## config.mk

```make
export PLATFORM = sky130hd
export DESIGN_NAME = spc_ctrl
export DESIGN_NICKNAME = d
export VERILOG_FILES = /design/src/hdl/spc_pkg.sv /design/src/hdl/spc_sync.sv /design/src/hdl/spc_ctrl.sv
export VERILOG_INCLUDE_DIRS = /design/src /design/src/hdl
export SDC_FILE = /design/constraint.sdc
export NUM_CORES = 1
export LEC_CHECK = 0
export ABC_AREA = 1
export ABC_CLOCK_PERIOD_IN_PS = 2900
export BUFFER_PORTS_ARGS = -buffer_cell sky130_fd_sc_hd__buf_2
export CAP_MARGIN = 5
export CORE_UTILIZATION = 43
export DETAILED_ROUTE_END_ITERATION = 6
export GPL_ROUTABILITY_DRIVEN = 0
export PLACE_DENSITY = 0.62
export SKIP_LAST_GASP = 1
export SYNTH_ARGS = -nofsm -noshare
export SYNTH_HDL_FRONTEND = slang
export SYNTH_SLANG_ARGS = --single-unit
```

## constraint.sdc

```tcl
create_clock -name clk -period 2.9 [get_ports clk]
set_input_delay 0.435 -clock clk [delete_from_list [all_inputs] [get_ports clk]]
set_output_delay 0.435 -clock clk [all_outputs]
set_load 0.005 [all_outputs]
```

## src/hdl/spc_defines.svh

```systemverilog
// Contract
// Bit 7 set lets the host read and write the firmware SRAM over the serial port; clear blocks that access.
// Bit 6 set holds the internal processor in reset; clear lets it run.
// Setting or toggling bit 6 resets only the processor and leaves every host-visible register unchanged.
// Bit 4 set turns on the SRAM parity check; clear turns it off.
// The host should turn the parity check on whenever the firmware SRAM is in use.
// Bit 3 set makes the processor run from SRAM and ROM; clear makes it run from ROM alone.
// After loading the SRAM the host must set bit 3 so the loaded code is used.
// All eight bits reset to zero, and bit 5 is plain read/write storage with no effect.
// Bits 2, 1 and 0 are plain read/write storage that resets to zero.
`ifndef SPC_DEFINES_SVH
`define SPC_DEFINES_SVH

`define SPC_CMD_SRAM_CTRL   8'h60
`define SPC_CTRL_RESET      8'h00
`define SPC_DEV_ADDR        7'h20
`define SPC_BIT_HOST_PROGRAM_SELECT    7
`define SPC_BIT_CPU_RST     6
`define SPC_BIT_PARITY_CHECK_ENABLE      4
`define SPC_BIT_RAM_EN      3
`define SPC_BIT_PARITY_SELECT     2
`define SPC_BIT_DIR         1
`define SPC_BIT_PTR_CLR     0
`define SPC_BITS_PER_BYTE   4'h8
`define SPC_LAST_BIT        4'h7

`endif

```

## src/hdl/spc_pkg.sv

```systemverilog
package spc_pkg;
  typedef enum logic [3:0] {
    SPC_IDLE,
    SPC_ADDR,
    SPC_ADDR_ACK,
    SPC_CMD,
    SPC_CMD_ACK,
    SPC_WDATA,
    SPC_WDATA_ACK,
    SPC_RDATA,
    SPC_RDATA_ACK
  } spc_state_t;
endpackage

```

## src/hdl/spc_sync.sv

```systemverilog
module spc_sync #(
  parameter int W = 2
) (
  input  wire logic         clk,    // System clock
  input  wire logic         rst_b,  // Async reset, active low
  input  wire logic [W-1:0] d,      // Asynchronous pins
  output logic      [W-1:0] q       // Synchronised copy
);
  logic [W-1:0] meta_q;
  logic [W-1:0] sync_q;

  // Reset high: an idle open-drain bus floats high
  always_ff @(posedge clk or negedge rst_b)
  begin
    if (!rst_b)
    begin
      meta_q <= '1;
      sync_q <= '1;
    end
    else
    begin
      meta_q <= d;
      sync_q <= meta_q;
    end
  end

  assign q = sync_q;
endmodule

```

## src/hdl/spc_ctrl.sv

```systemverilog
`include "spc_defines.svh"

module spc_ctrl #(
  parameter logic [6:0] DEV_ADDR = `SPC_DEV_ADDR  // Bus address, value arbitrary
) (
  input  wire logic clk,                  // System clock, 10 MHz
  input  wire logic rst_b,                // Async reset, active low
  input  wire logic scl_in,               // Serial clock pin
  input  wire logic sda_in,               // Serial data pin level
  output logic      sda_out,              // Serial data drive value, always low
  output logic      sda_oe_b,             // Serial data enable, low drives low
  output logic      host_program_select,  // Host SRAM access allowed
  output logic      cpu_reset,            // Processor held in reset
  output logic      parity_check_enable,  // SRAM parity check on
  output logic      sram_exec_enable,     // Run from SRAM plus ROM
  output logic      parity_select,        // Stored, no function here
  output logic      access_direction,     // Stored, no function here
  output logic      pointer_clear         // Stored, no function here
);
  spc_pkg::spc_state_t state_q, state_d;
  logic [7:0] ctrl_q, ctrl_d;
  logic [7:0] sr_q, sr_d;
  logic [7:0] ptr_q, ptr_d;
  logic [3:0] cnt_q, cnt_d;
  logic       rw_q, rw_d;
  logic       ack_q, ack_d;
  logic       oe_b_q, oe_b_d;
  logic       scl_p_q, sda_p_q;
  logic       scl_s, sda_s;
  logic       scl_rise, scl_fall, start_c, stop_c;
  logic       wr_en;

  // Only the control command maps; other commands read zero
  function automatic logic [7:0] read_byte(input logic [7:0] ptr, input logic [7:0] ctrl);
    read_byte = (ptr == `SPC_CMD_SRAM_CTRL) ? ctrl : 8'h00;
  endfunction

  spc_sync #(.W(2)) u_sync (
    .clk   (clk),
    .rst_b (rst_b),
    .d     ({scl_in, sda_in}),
    .q     ({scl_s, sda_s})
  );

  assign scl_rise = scl_s & ~scl_p_q;
  assign scl_fall = ~scl_s & scl_p_q;
  assign start_c  = scl_s & scl_p_q & sda_p_q & ~sda_s;
  assign stop_c   = scl_s & scl_p_q & ~sda_p_q & sda_s;

  always_comb
  begin
    logic [7:0] rd;
    logic [7:0] nptr;
    rd      = 8'h00;
    nptr    = ptr_q + 8'h01;
    state_d = state_q;
    ctrl_d  = ctrl_q;
    sr_d    = sr_q;
    ptr_d   = ptr_q;
    cnt_d   = cnt_q;
    rw_d    = rw_q;
    ack_d   = ack_q;
    oe_b_d  = oe_b_q;
    wr_en   = 1'b0;
    if (stop_c)
    begin
      state_d = spc_pkg::SPC_IDLE;
      oe_b_d  = 1'b1;
    end
    else if (start_c)
    begin
      state_d = spc_pkg::SPC_ADDR;
      cnt_d   = 4'h0;
      oe_b_d  = 1'b1;
    end
    else
    begin
      unique case (state_q)
        spc_pkg::SPC_IDLE:
        begin
        end
        spc_pkg::SPC_ADDR, spc_pkg::SPC_CMD, spc_pkg::SPC_WDATA:
        begin
          if (scl_rise && cnt_q != `SPC_BITS_PER_BYTE)
          begin
            sr_d  = {sr_q[6:0], sda_s};
            cnt_d = cnt_q + 4'h1;
          end
          else if (scl_fall && cnt_q == `SPC_BITS_PER_BYTE)
          begin
            cnt_d = 4'h0;
            if (state_q == spc_pkg::SPC_ADDR)
            begin
              if (sr_q[7:1] == DEV_ADDR)
              begin
                rw_d    = sr_q[0];
                state_d = spc_pkg::SPC_ADDR_ACK;
                oe_b_d  = 1'b0;
              end
              else
              begin
                state_d = spc_pkg::SPC_IDLE;
              end
            end
            else if (state_q == spc_pkg::SPC_CMD)
            begin
              ptr_d   = sr_q;
              state_d = spc_pkg::SPC_CMD_ACK;
              oe_b_d  = 1'b0;
            end
            else
            begin
              // Full byte in hand: commit only to the control command
              wr_en   = (ptr_q == `SPC_CMD_SRAM_CTRL);
              ptr_d   = nptr;
              state_d = spc_pkg::SPC_WDATA_ACK;
              oe_b_d  = 1'b0;
            end
          end
        end
        spc_pkg::SPC_ADDR_ACK, spc_pkg::SPC_CMD_ACK, spc_pkg::SPC_WDATA_ACK:
        begin
          if (scl_fall)
          begin
            if (state_q == spc_pkg::SPC_ADDR_ACK && rw_q)
            begin
              rd      = read_byte(ptr_q, ctrl_q);
              sr_d    = rd;
              oe_b_d  = rd[7];
              state_d = spc_pkg::SPC_RDATA;
            end
            else
            begin
              oe_b_d  = 1'b1;
              state_d = (state_q == spc_pkg::SPC_ADDR_ACK) ? spc_pkg::SPC_CMD : spc_pkg::SPC_WDATA;
            end
          end
        end
        spc_pkg::SPC_RDATA:
        begin
          if (scl_fall)
          begin
            if (cnt_q == `SPC_LAST_BIT)
            begin
              cnt_d   = 4'h0;
              oe_b_d  = 1'b1;
              state_d = spc_pkg::SPC_RDATA_ACK;
            end
            else
            begin
              cnt_d  = cnt_q + 4'h1;
              sr_d   = {sr_q[6:0], 1'b0};
              oe_b_d = sr_q[6];
            end
          end
        end
        spc_pkg::SPC_RDATA_ACK:
        begin
          if (scl_rise)
          begin
            ack_d = ~sda_s;
          end
          else if (scl_fall)
          begin
            if (ack_q)
            begin
              rd      = read_byte(nptr, ctrl_q);
              ptr_d   = nptr;
              sr_d    = rd;
              oe_b_d  = rd[7];
              state_d = spc_pkg::SPC_RDATA;
            end
            else
            begin
              state_d = spc_pkg::SPC_IDLE;
            end
          end
        end
      endcase
    end
    // Whole byte stored, reserved and undefined bits too
    if (wr_en)
    begin
      ctrl_d = sr_q;
    end
  end

  // Only rst_b clears the register; the processor reset bit never does
  always_ff @(posedge clk or negedge rst_b)
  begin
    if (!rst_b)
    begin
      state_q <= spc_pkg::SPC_IDLE;
      ctrl_q  <= `SPC_CTRL_RESET;
      sr_q    <= 8'h00;
      ptr_q   <= 8'h00;
      cnt_q   <= 4'h0;
      rw_q    <= 1'b0;
      ack_q   <= 1'b0;
      oe_b_q  <= 1'b1;
      scl_p_q <= 1'b1;
      sda_p_q <= 1'b1;
    end
    else
    begin
      state_q <= state_d;
      ctrl_q  <= ctrl_d;
      sr_q    <= sr_d;
      ptr_q   <= ptr_d;
      cnt_q   <= cnt_d;
      rw_q    <= rw_d;
      ack_q   <= ack_d;
      oe_b_q  <= oe_b_d;
      scl_p_q <= scl_s;
      sda_p_q <= sda_s;
    end
  end

  assign sda_out             = 1'b0;
  assign sda_oe_b            = oe_b_q;
  assign host_program_select = ctrl_q[`SPC_BIT_HOST_PROGRAM_SELECT];
  assign cpu_reset           = ctrl_q[`SPC_BIT_CPU_RST];
  assign parity_check_enable = ctrl_q[`SPC_BIT_PARITY_CHECK_ENABLE];
  assign sram_exec_enable    = ctrl_q[`SPC_BIT_RAM_EN];
  assign parity_select       = ctrl_q[`SPC_BIT_PARITY_SELECT];
  assign access_direction    = ctrl_q[`SPC_BIT_DIR];
  assign pointer_clear       = ctrl_q[`SPC_BIT_PTR_CLR];

  logic seen_wr_q;
  always_ff @(posedge clk or negedge rst_b)
  begin
    if (!rst_b)
    begin
      seen_wr_q <= 1'b0;
    end
    else
    begin
      seen_wr_q <= seen_wr_q | wr_en;
    end
  end

  chk_host_program_select_write: assert property (@(posedge clk) disable iff (!rst_b)
    wr_en |=> host_program_select == $past(sr_q[7]))
    else $error("program select did not follow write");
  chk_cpu_rst_write: assert property (@(posedge clk) disable iff (!rst_b)
    wr_en |=> cpu_reset == $past(sr_q[6]))
    else $error("processor reset did not follow write");
  chk_regs_hold: assert property (@(posedge clk) disable iff (!rst_b)
    (!wr_en && cpu_reset) |=> $stable(ctrl_q))
    else $error("register changed without a write");
  chk_parity_write: assert property (@(posedge clk) disable iff (!rst_b)
    wr_en |=> parity_check_enable == $past(sr_q[4]))
    else $error("parity enable did not follow write");
  chk_exec_write: assert property (@(posedge clk) disable iff (!rst_b)
    wr_en |=> sram_exec_enable == $past(sr_q[3]))
    else $error("execution select did not follow write");
  chk_reset_zero: assert property (@(posedge clk) disable iff (!rst_b)
    !seen_wr_q |-> ctrl_q == 8'h00)
    else $error("control register not zero before first write");
  chk_low_bits_write: assert property (@(posedge clk) disable iff (!rst_b)
    wr_en |=> {ctrl_q[5], parity_select, access_direction, pointer_clear} == $past({sr_q[5], sr_q[2:0]}))
    else $error("stored bits did not follow write");
  chk_ack_drive: assert property (@(posedge clk) disable iff (!rst_b)
    (state_q == spc_pkg::SPC_CMD_ACK) |-> !sda_oe_b)
    else $error("command byte not acknowledged");
endmodule

```

### Word level (Yosys, flattened, before mapping)

Cells that the tools add are included.

| operators by class | value |
|---|---|
| add/subtract/negate cells | 2 |
| eq/ne operators | 36 |
| multiplexer cells | 62 |
| bitwise logic cells | 14 |
| reduce and logical (&&, ||, !) cells | 16 |

Operator list:

| kind | count |
|---|---|
| $mux 8 | 17 |
| $mux 4 | 15 |
| $ne 4x4->1 const B | 10 |
| $pmux 8 s4 | 1 |
| $ne 2x2->1 const B | 11 |
| $eq 4x3->1 const B | 5 |
| $mux 1 | 20 |
| $reduce_and 9->1 | 2 |
| $eq 8x7->1 const B | 2 |
| $pmux 4 s4 | 1 |
| $pmux 8 s2 | 1 |
| $reduce_and 11->1 | 1 |
| $mux 3 | 3 |
| $add 8x1->8 const B | 1 |
| $eq 4x2->1 const B | 2 |
| $eq 4x4->1 const B | 2 |
| $pmux 4 s2 | 1 |
| $reduce_and 4->1 | 2 |
| $reduce_and 8->1 | 1 |
| $and 1x1->1 | 7 |
| $eq 7x6->1 const B | 1 |
| $not 1->1 | 7 |
| $reduce_and 7->1 | 1 |
| $reduce_bool 6->1 | 1 |
| 11 further kinds | 15 |

| word-level totals | value |
|---|---|
| bits in registers | 41 |
| output and inout port bits | 9 |
| logic and storage cells | 142 |

### Logic depth before layout (Yosys ltp)

| depth | value |
|---|---|
| depth after elaboration | 9 |
| mapped depth | 12 |
| depth with buffers taken out | 12 |

### By module

Synthesis repeated with hierarchy kept, for this count alone.

| unflattened totals | value |
|---|---|
| cells, all modules | 317 |
| area total of the unflattened synthesis | 2519.9 µm² |

Modules (own cells, without submodules):

| module | instances | cells an instance | area an instance (µm²) | sequential area each (µm²) |
|---|---|---|---|---|
| spc_ctrl | 1 | 313 | 2414.8 | 929.6 |
| spc_sync | 1 | 4 | 105.1 | 105.1 |

### Worst setup path before layout

OpenSTA, ideal clock, no wires.

| path | value |
|---|---|
| path kind | flip-flop to flip-flop |
| start | register ptr_q[0] |
| end | register ctrl_q[4] |
| arrival | 1453 ps |
| data required time | 2779 ps |
| slack | 1326 ps |
| cell stages (with the launch flop) | 11 |
| path buffers | 1 |
| cell sequence | dfrtp_1 -> inv_1 -> ha_1 -> nand2_1 -> nor2_1 -> nand4_1 -> nor3_1 -> nand4_2 -> buf_2 -> nand2_1 -> o21ai_1 |

| between the ends | value |
|---|---|
| cells in the longest elaborated chain, start to end | 8 |

RTL lines:

| item | line | text |
|---|---|---|
| start, declared | spc_ctrl.sv:23 | `logic [7:0] ptr_q, ptr_d;` |
| start signal, assigned | spc_ctrl.sv:209 | `ptr_q <= ptr_d;` |
| $eq 8x7->1 (no line) | n/a |  |
| $mux 1 | spc_ctrl.sv:105 | `else if (state_q == spc_pkg::SPC_CMD)` |
| $mux 1 | spc_ctrl.sv:92 | `if (state_q == spc_pkg::SPC_ADDR)` |
| $mux 1 | spc_ctrl.sv:89 | `` else if (scl_fall && cnt_q == `SPC_BITS_PER_BYTE) `` |
| $mux 1 | spc_ctrl.sv:84 | `` if (scl_rise && cnt_q != `SPC_BITS_PER_BYTE) `` |
| $mux 1 | spc_ctrl.sv:78 | `unique case (state_q)` |
| $mux 1 | spc_ctrl.sv:70 | `else if (start_c)` |
| $mux 1 | spc_ctrl.sv:65 | `if (stop_c)` |
| end signal, assigned | spc_ctrl.sv:194 | `` ctrl_q <= `SPC_CTRL_RESET; `` |
| end signal, assigned | spc_ctrl.sv:207 | `ctrl_q <= ctrl_d;` |
| end, declared | spc_ctrl.sv:21 | `logic [7:0] ctrl_q, ctrl_d;` |

No other way between the ends.
A chain may end at the register's enable or synchronous reset.

### Worst setup path after layout

| path | value |
|---|---|
| start | register ptr_q[0] |
| end | register ctrl_q[2] |

The elaborated chain is that of the path after synthesis.

==> results_dict.tcl <==
set metrics [dict create \
    register_area_mm2 0.00103 \
    slew_headroom_pct 39.5 \
    grt_start_max_net_pins 42 \
    internal_power_uw 1380 \
    r2r-end "ctrl_q[2]" \
    grt_pass1_wl_um 9250 \
    clk-insertion-delay-late_ns 0.29 \
    final_core_util_pct 48.8 \
    initial_utilization_pct 44.5 \
    port-buffer-count 11 \
    synth.ff_latch_count 41 \
    via_count_normalized_by_instance_count 5.13 \
    dp.final_hpwl_um 3940 \
    cp.depth 9 \
    cts.sinks 41 \
    fraction_of_final_layout_cells_with_drive_strength_greater_than_1_pct 19.0 \
    power_switching_share_pct 45.2 \
    worst_slack_ns 0.954 \
    cts.path.max_buffers 2 \
    worst-endpoint-arrival_ns 2.12 \
    clock_power_share_pct 18.2 \
    yosys.area.top_type "dfrtp_1" \
    tritoncts.num_buffers 5 \
    drt-total-wl_um 5210 \
    hold_ws_ns 0.233 \
    post_synth_top_cells "70 x nand2_1, 36 x inv_1, 34 x dfrtp_1, 28 x nor2_1, 25 x nand3_1" \
    fp-row-count 27 \
    power.share.combinational_pct 45.8 \
    source_of_the_critical_timing_path "ptr_q[0]" \
    cts_tree "done" \
    syn_area_per_cell_um2 7.71 \
    grt_util_all_layers_pct 19.6 \
    cellLeakagePower_uw 0.00125 \
    syn-instance-count 316 \
    power.sequential.fraction_pct 36.0 \
    final_antenna_net_count 0 \
    ff2ff_setup_slack_ns 0.95 \
    yosys-mux-area-fraction_pct 0 \
    xor_xnor_fraction_of_synth_area_pct 1.08 \
    synthSimpleGateAreaFrac_pct 30.6 \
    asyncSetResetFlopFracSynth_pct 100 \
    max-cap-violations 0 \
    hold_path.class "in -> reg" \
    synth_top_family_by_area "simple AND/OR/NAND/NOR gates" \
    total_power_uw 2510 \
    pin_count 13 \
    final_min_period_over_clock_period_pct 67.1 \
    fillerInstances 561 \
    cts_hold_buf 0 \
    overall_die_height_um 77.3 \
    drtIter0Drc 140 \
    net_count_of_the_mapped_netlist 325 \
    worstPathCellList "inv_1 > ha_1 > nand2_1 > nor2_1 > nand4_1 > nor3_1 > nand4_2 > nand2_1 > o21ai_1" \
    floorplan.die.width_um 77.3 \
    cts_root_buffer "clkbuf_8" \
    critical_path.endpoint_type "flop" \
    max_stage_delay_ns 0.44 \
    num-nets-final 340 \
    number_of_enable_flip_flop_cells_after_synthesis 0 \
    synthTopCellsByArea "dfrtp_1 35%, nand2_1 11%, dfstp_2 7.5%" \
    power.density_mw_per_mm2 940 \
    synth_cell_type_count 35 \
    skew_ns 0.00793 \
    max_clock_freq_ghz 0.514 \
    core_region_area_mm2 0.00547 \
    worstPathMaxFanout 16 \
    cts-resized-gates 0 \
    grt_antenna_before_repair 0 \
    drt_first_pass_iters 4 \
    transition_time_at_the_pin_with_the_least_slew_margin_ns 0.907 \
    synth_top_flop_cell "dfrtp_1" \
    dr_total_vias 2072 \
    yosysSeqAreaShare_pct 42.5 \
    area_growth_syn_to_layout_pct 9.55 \
    synthAdderAreaFrac_pct 2.57 \
    die_area_mm2 0.00597 \
    setup_viol_count_final 0 \
    reg2regPathDepth 9 \
    critical_path.n_buffers_inverters 1 \
    slew_viol_final 0 \
    launching_point_of_the_worst_reg2reg_path "ptr_q[0]" \
    cts_post_setup_buffers_inserted 0 \
    multi_input_comb_area_mm2 0.00121 \
    path_class "reg -> reg" \
    placement.setup.worst_slack_ns 0.965 \
    power.ir.vdd_worst_uv 433 \
    area_fraction_in_compound_gates_after_synthesis_pct 15.1 \
    worstSetupStartpointType "flop" \
    clk_pin_slew_worst_paths_ns 0.08 \
    rsz0062_at_grt "false" \
    wl_per_cell_um 12.9 \
    synth.top_cell.area_share_pct 34.9 \
    cp_common_cell "nand2_1" \
    htree_num_levels 2 \
    synth.yosys.warnings 0 \
    switchingPower_uw 1130 \
    post_synth_instance_area_mm2 0.00244 \
    family_with_the_most_delay_on_the_worst_path "simple AND/OR/NAND/NOR gates" \
    final.setup.tns_ns 0 \
    drt_drc_violations_left 0 \
    final_hold_viol_count 0 \
    n_antenna_cell 0 \
    yosysMostFrequentCell "nand2_1" \
    critical_path.slowest_cell "dfrtp_1" \
    layout_min_cycle_time_ns 1.95 \
    grt_remaining_overflow 0 \
    outcome "completed" \
    crit_end "ctrl_q[2]" \
    worst_ep_required_time_ns 3.08 \
    first_global_vias 2021 \
]
==> power groups by stage <==
stage	registers (µW)	clock network [µW]	logic [µW]
final	903	457	1150
after global routing	927	491	1300
after CTS	902	475	1150
after detailed placement	911	0	1150
after global placement	909	0	1140
after floorplan	868	0	933
==> logic make-up after synthesis <==
group	after synthesis
adders and majority gates	5
DFF	41
buffers and inverters	48
and+or+nand+nor	155
other	1
AOI/OAI and AO/OA	63
xor gates and xnor gates	3
==> worst min-delay path by stage <==
stage	startpoint	endpoint	cells after the start
2_1_floorplan	rst_b	ack_q	0
3_3_place_gp	u_sync.meta_q[1]	u_sync.q[1]	0
3_5_place_dp	u_sync.meta_q[1]	u_sync.q[1]	0
4_1_cts	sda_in	u_sync.meta_q[0]	1
5_1_grt	scl_in	u_sync.meta_q[1]	1
6_report	sda_in	u_sync.meta_q[0]	1
==> metrics by stage <==
step / area [µm²] / instances
after floorplan: 2440 / 316
after global placement: 2560 / 396
after detailed placement: 2560 / 396
after CTS: 2670 / 404
after global routing: 2670 / 404
final: 2670 / 404
==> layout make-up <==
| class | count | share of cell area, % |
|---|---|---|
| inverters | 45 | 6.42 |
| multi-input cells | 227 | 45.2 |
| flip-flops and latches | 41 | 38.8 |
| clock inverters | 2 | 1.45 |
| well taps | 72 | 3.37 |
| repair buffers | 11 | 2.06 |
| clock buffers | 6 | 2.72 |
==> cell usage in the layout (no fill, tap or decap), types with 6 or more instances in the layout <==
cell / n
dfrtp_1: 34
a21oi_1: 19
buf_2: 11
nor2_1: 28
o21ai_1: 19
nand2_1: 70
nor2_4: 6
o21ai_0: 11
nand3_1: 25
inv_1: 36
dfstp_2: 7
nand2_2: 11
inv_2: 7
==> flip-flops by register name (all words and copies together), names as in the netlist, 2 cells and up <==
register and count:
state_q 4, u_sync.q 2, cnt_q 4, u_sync.meta_q 2, ptr_q 8, ctrl_q 8, sr_q 8
==> layer usage <==
metal  share of wire, %  up-vias  track usage (%)
met5                  0        -                0
met4                1.6        0             6.60
met3                4.2        7             3.69
met2                 43       36             29.2
met1                 51      968             28.5
li1                   -     1061                -
(Power assumes the default switching activity.)
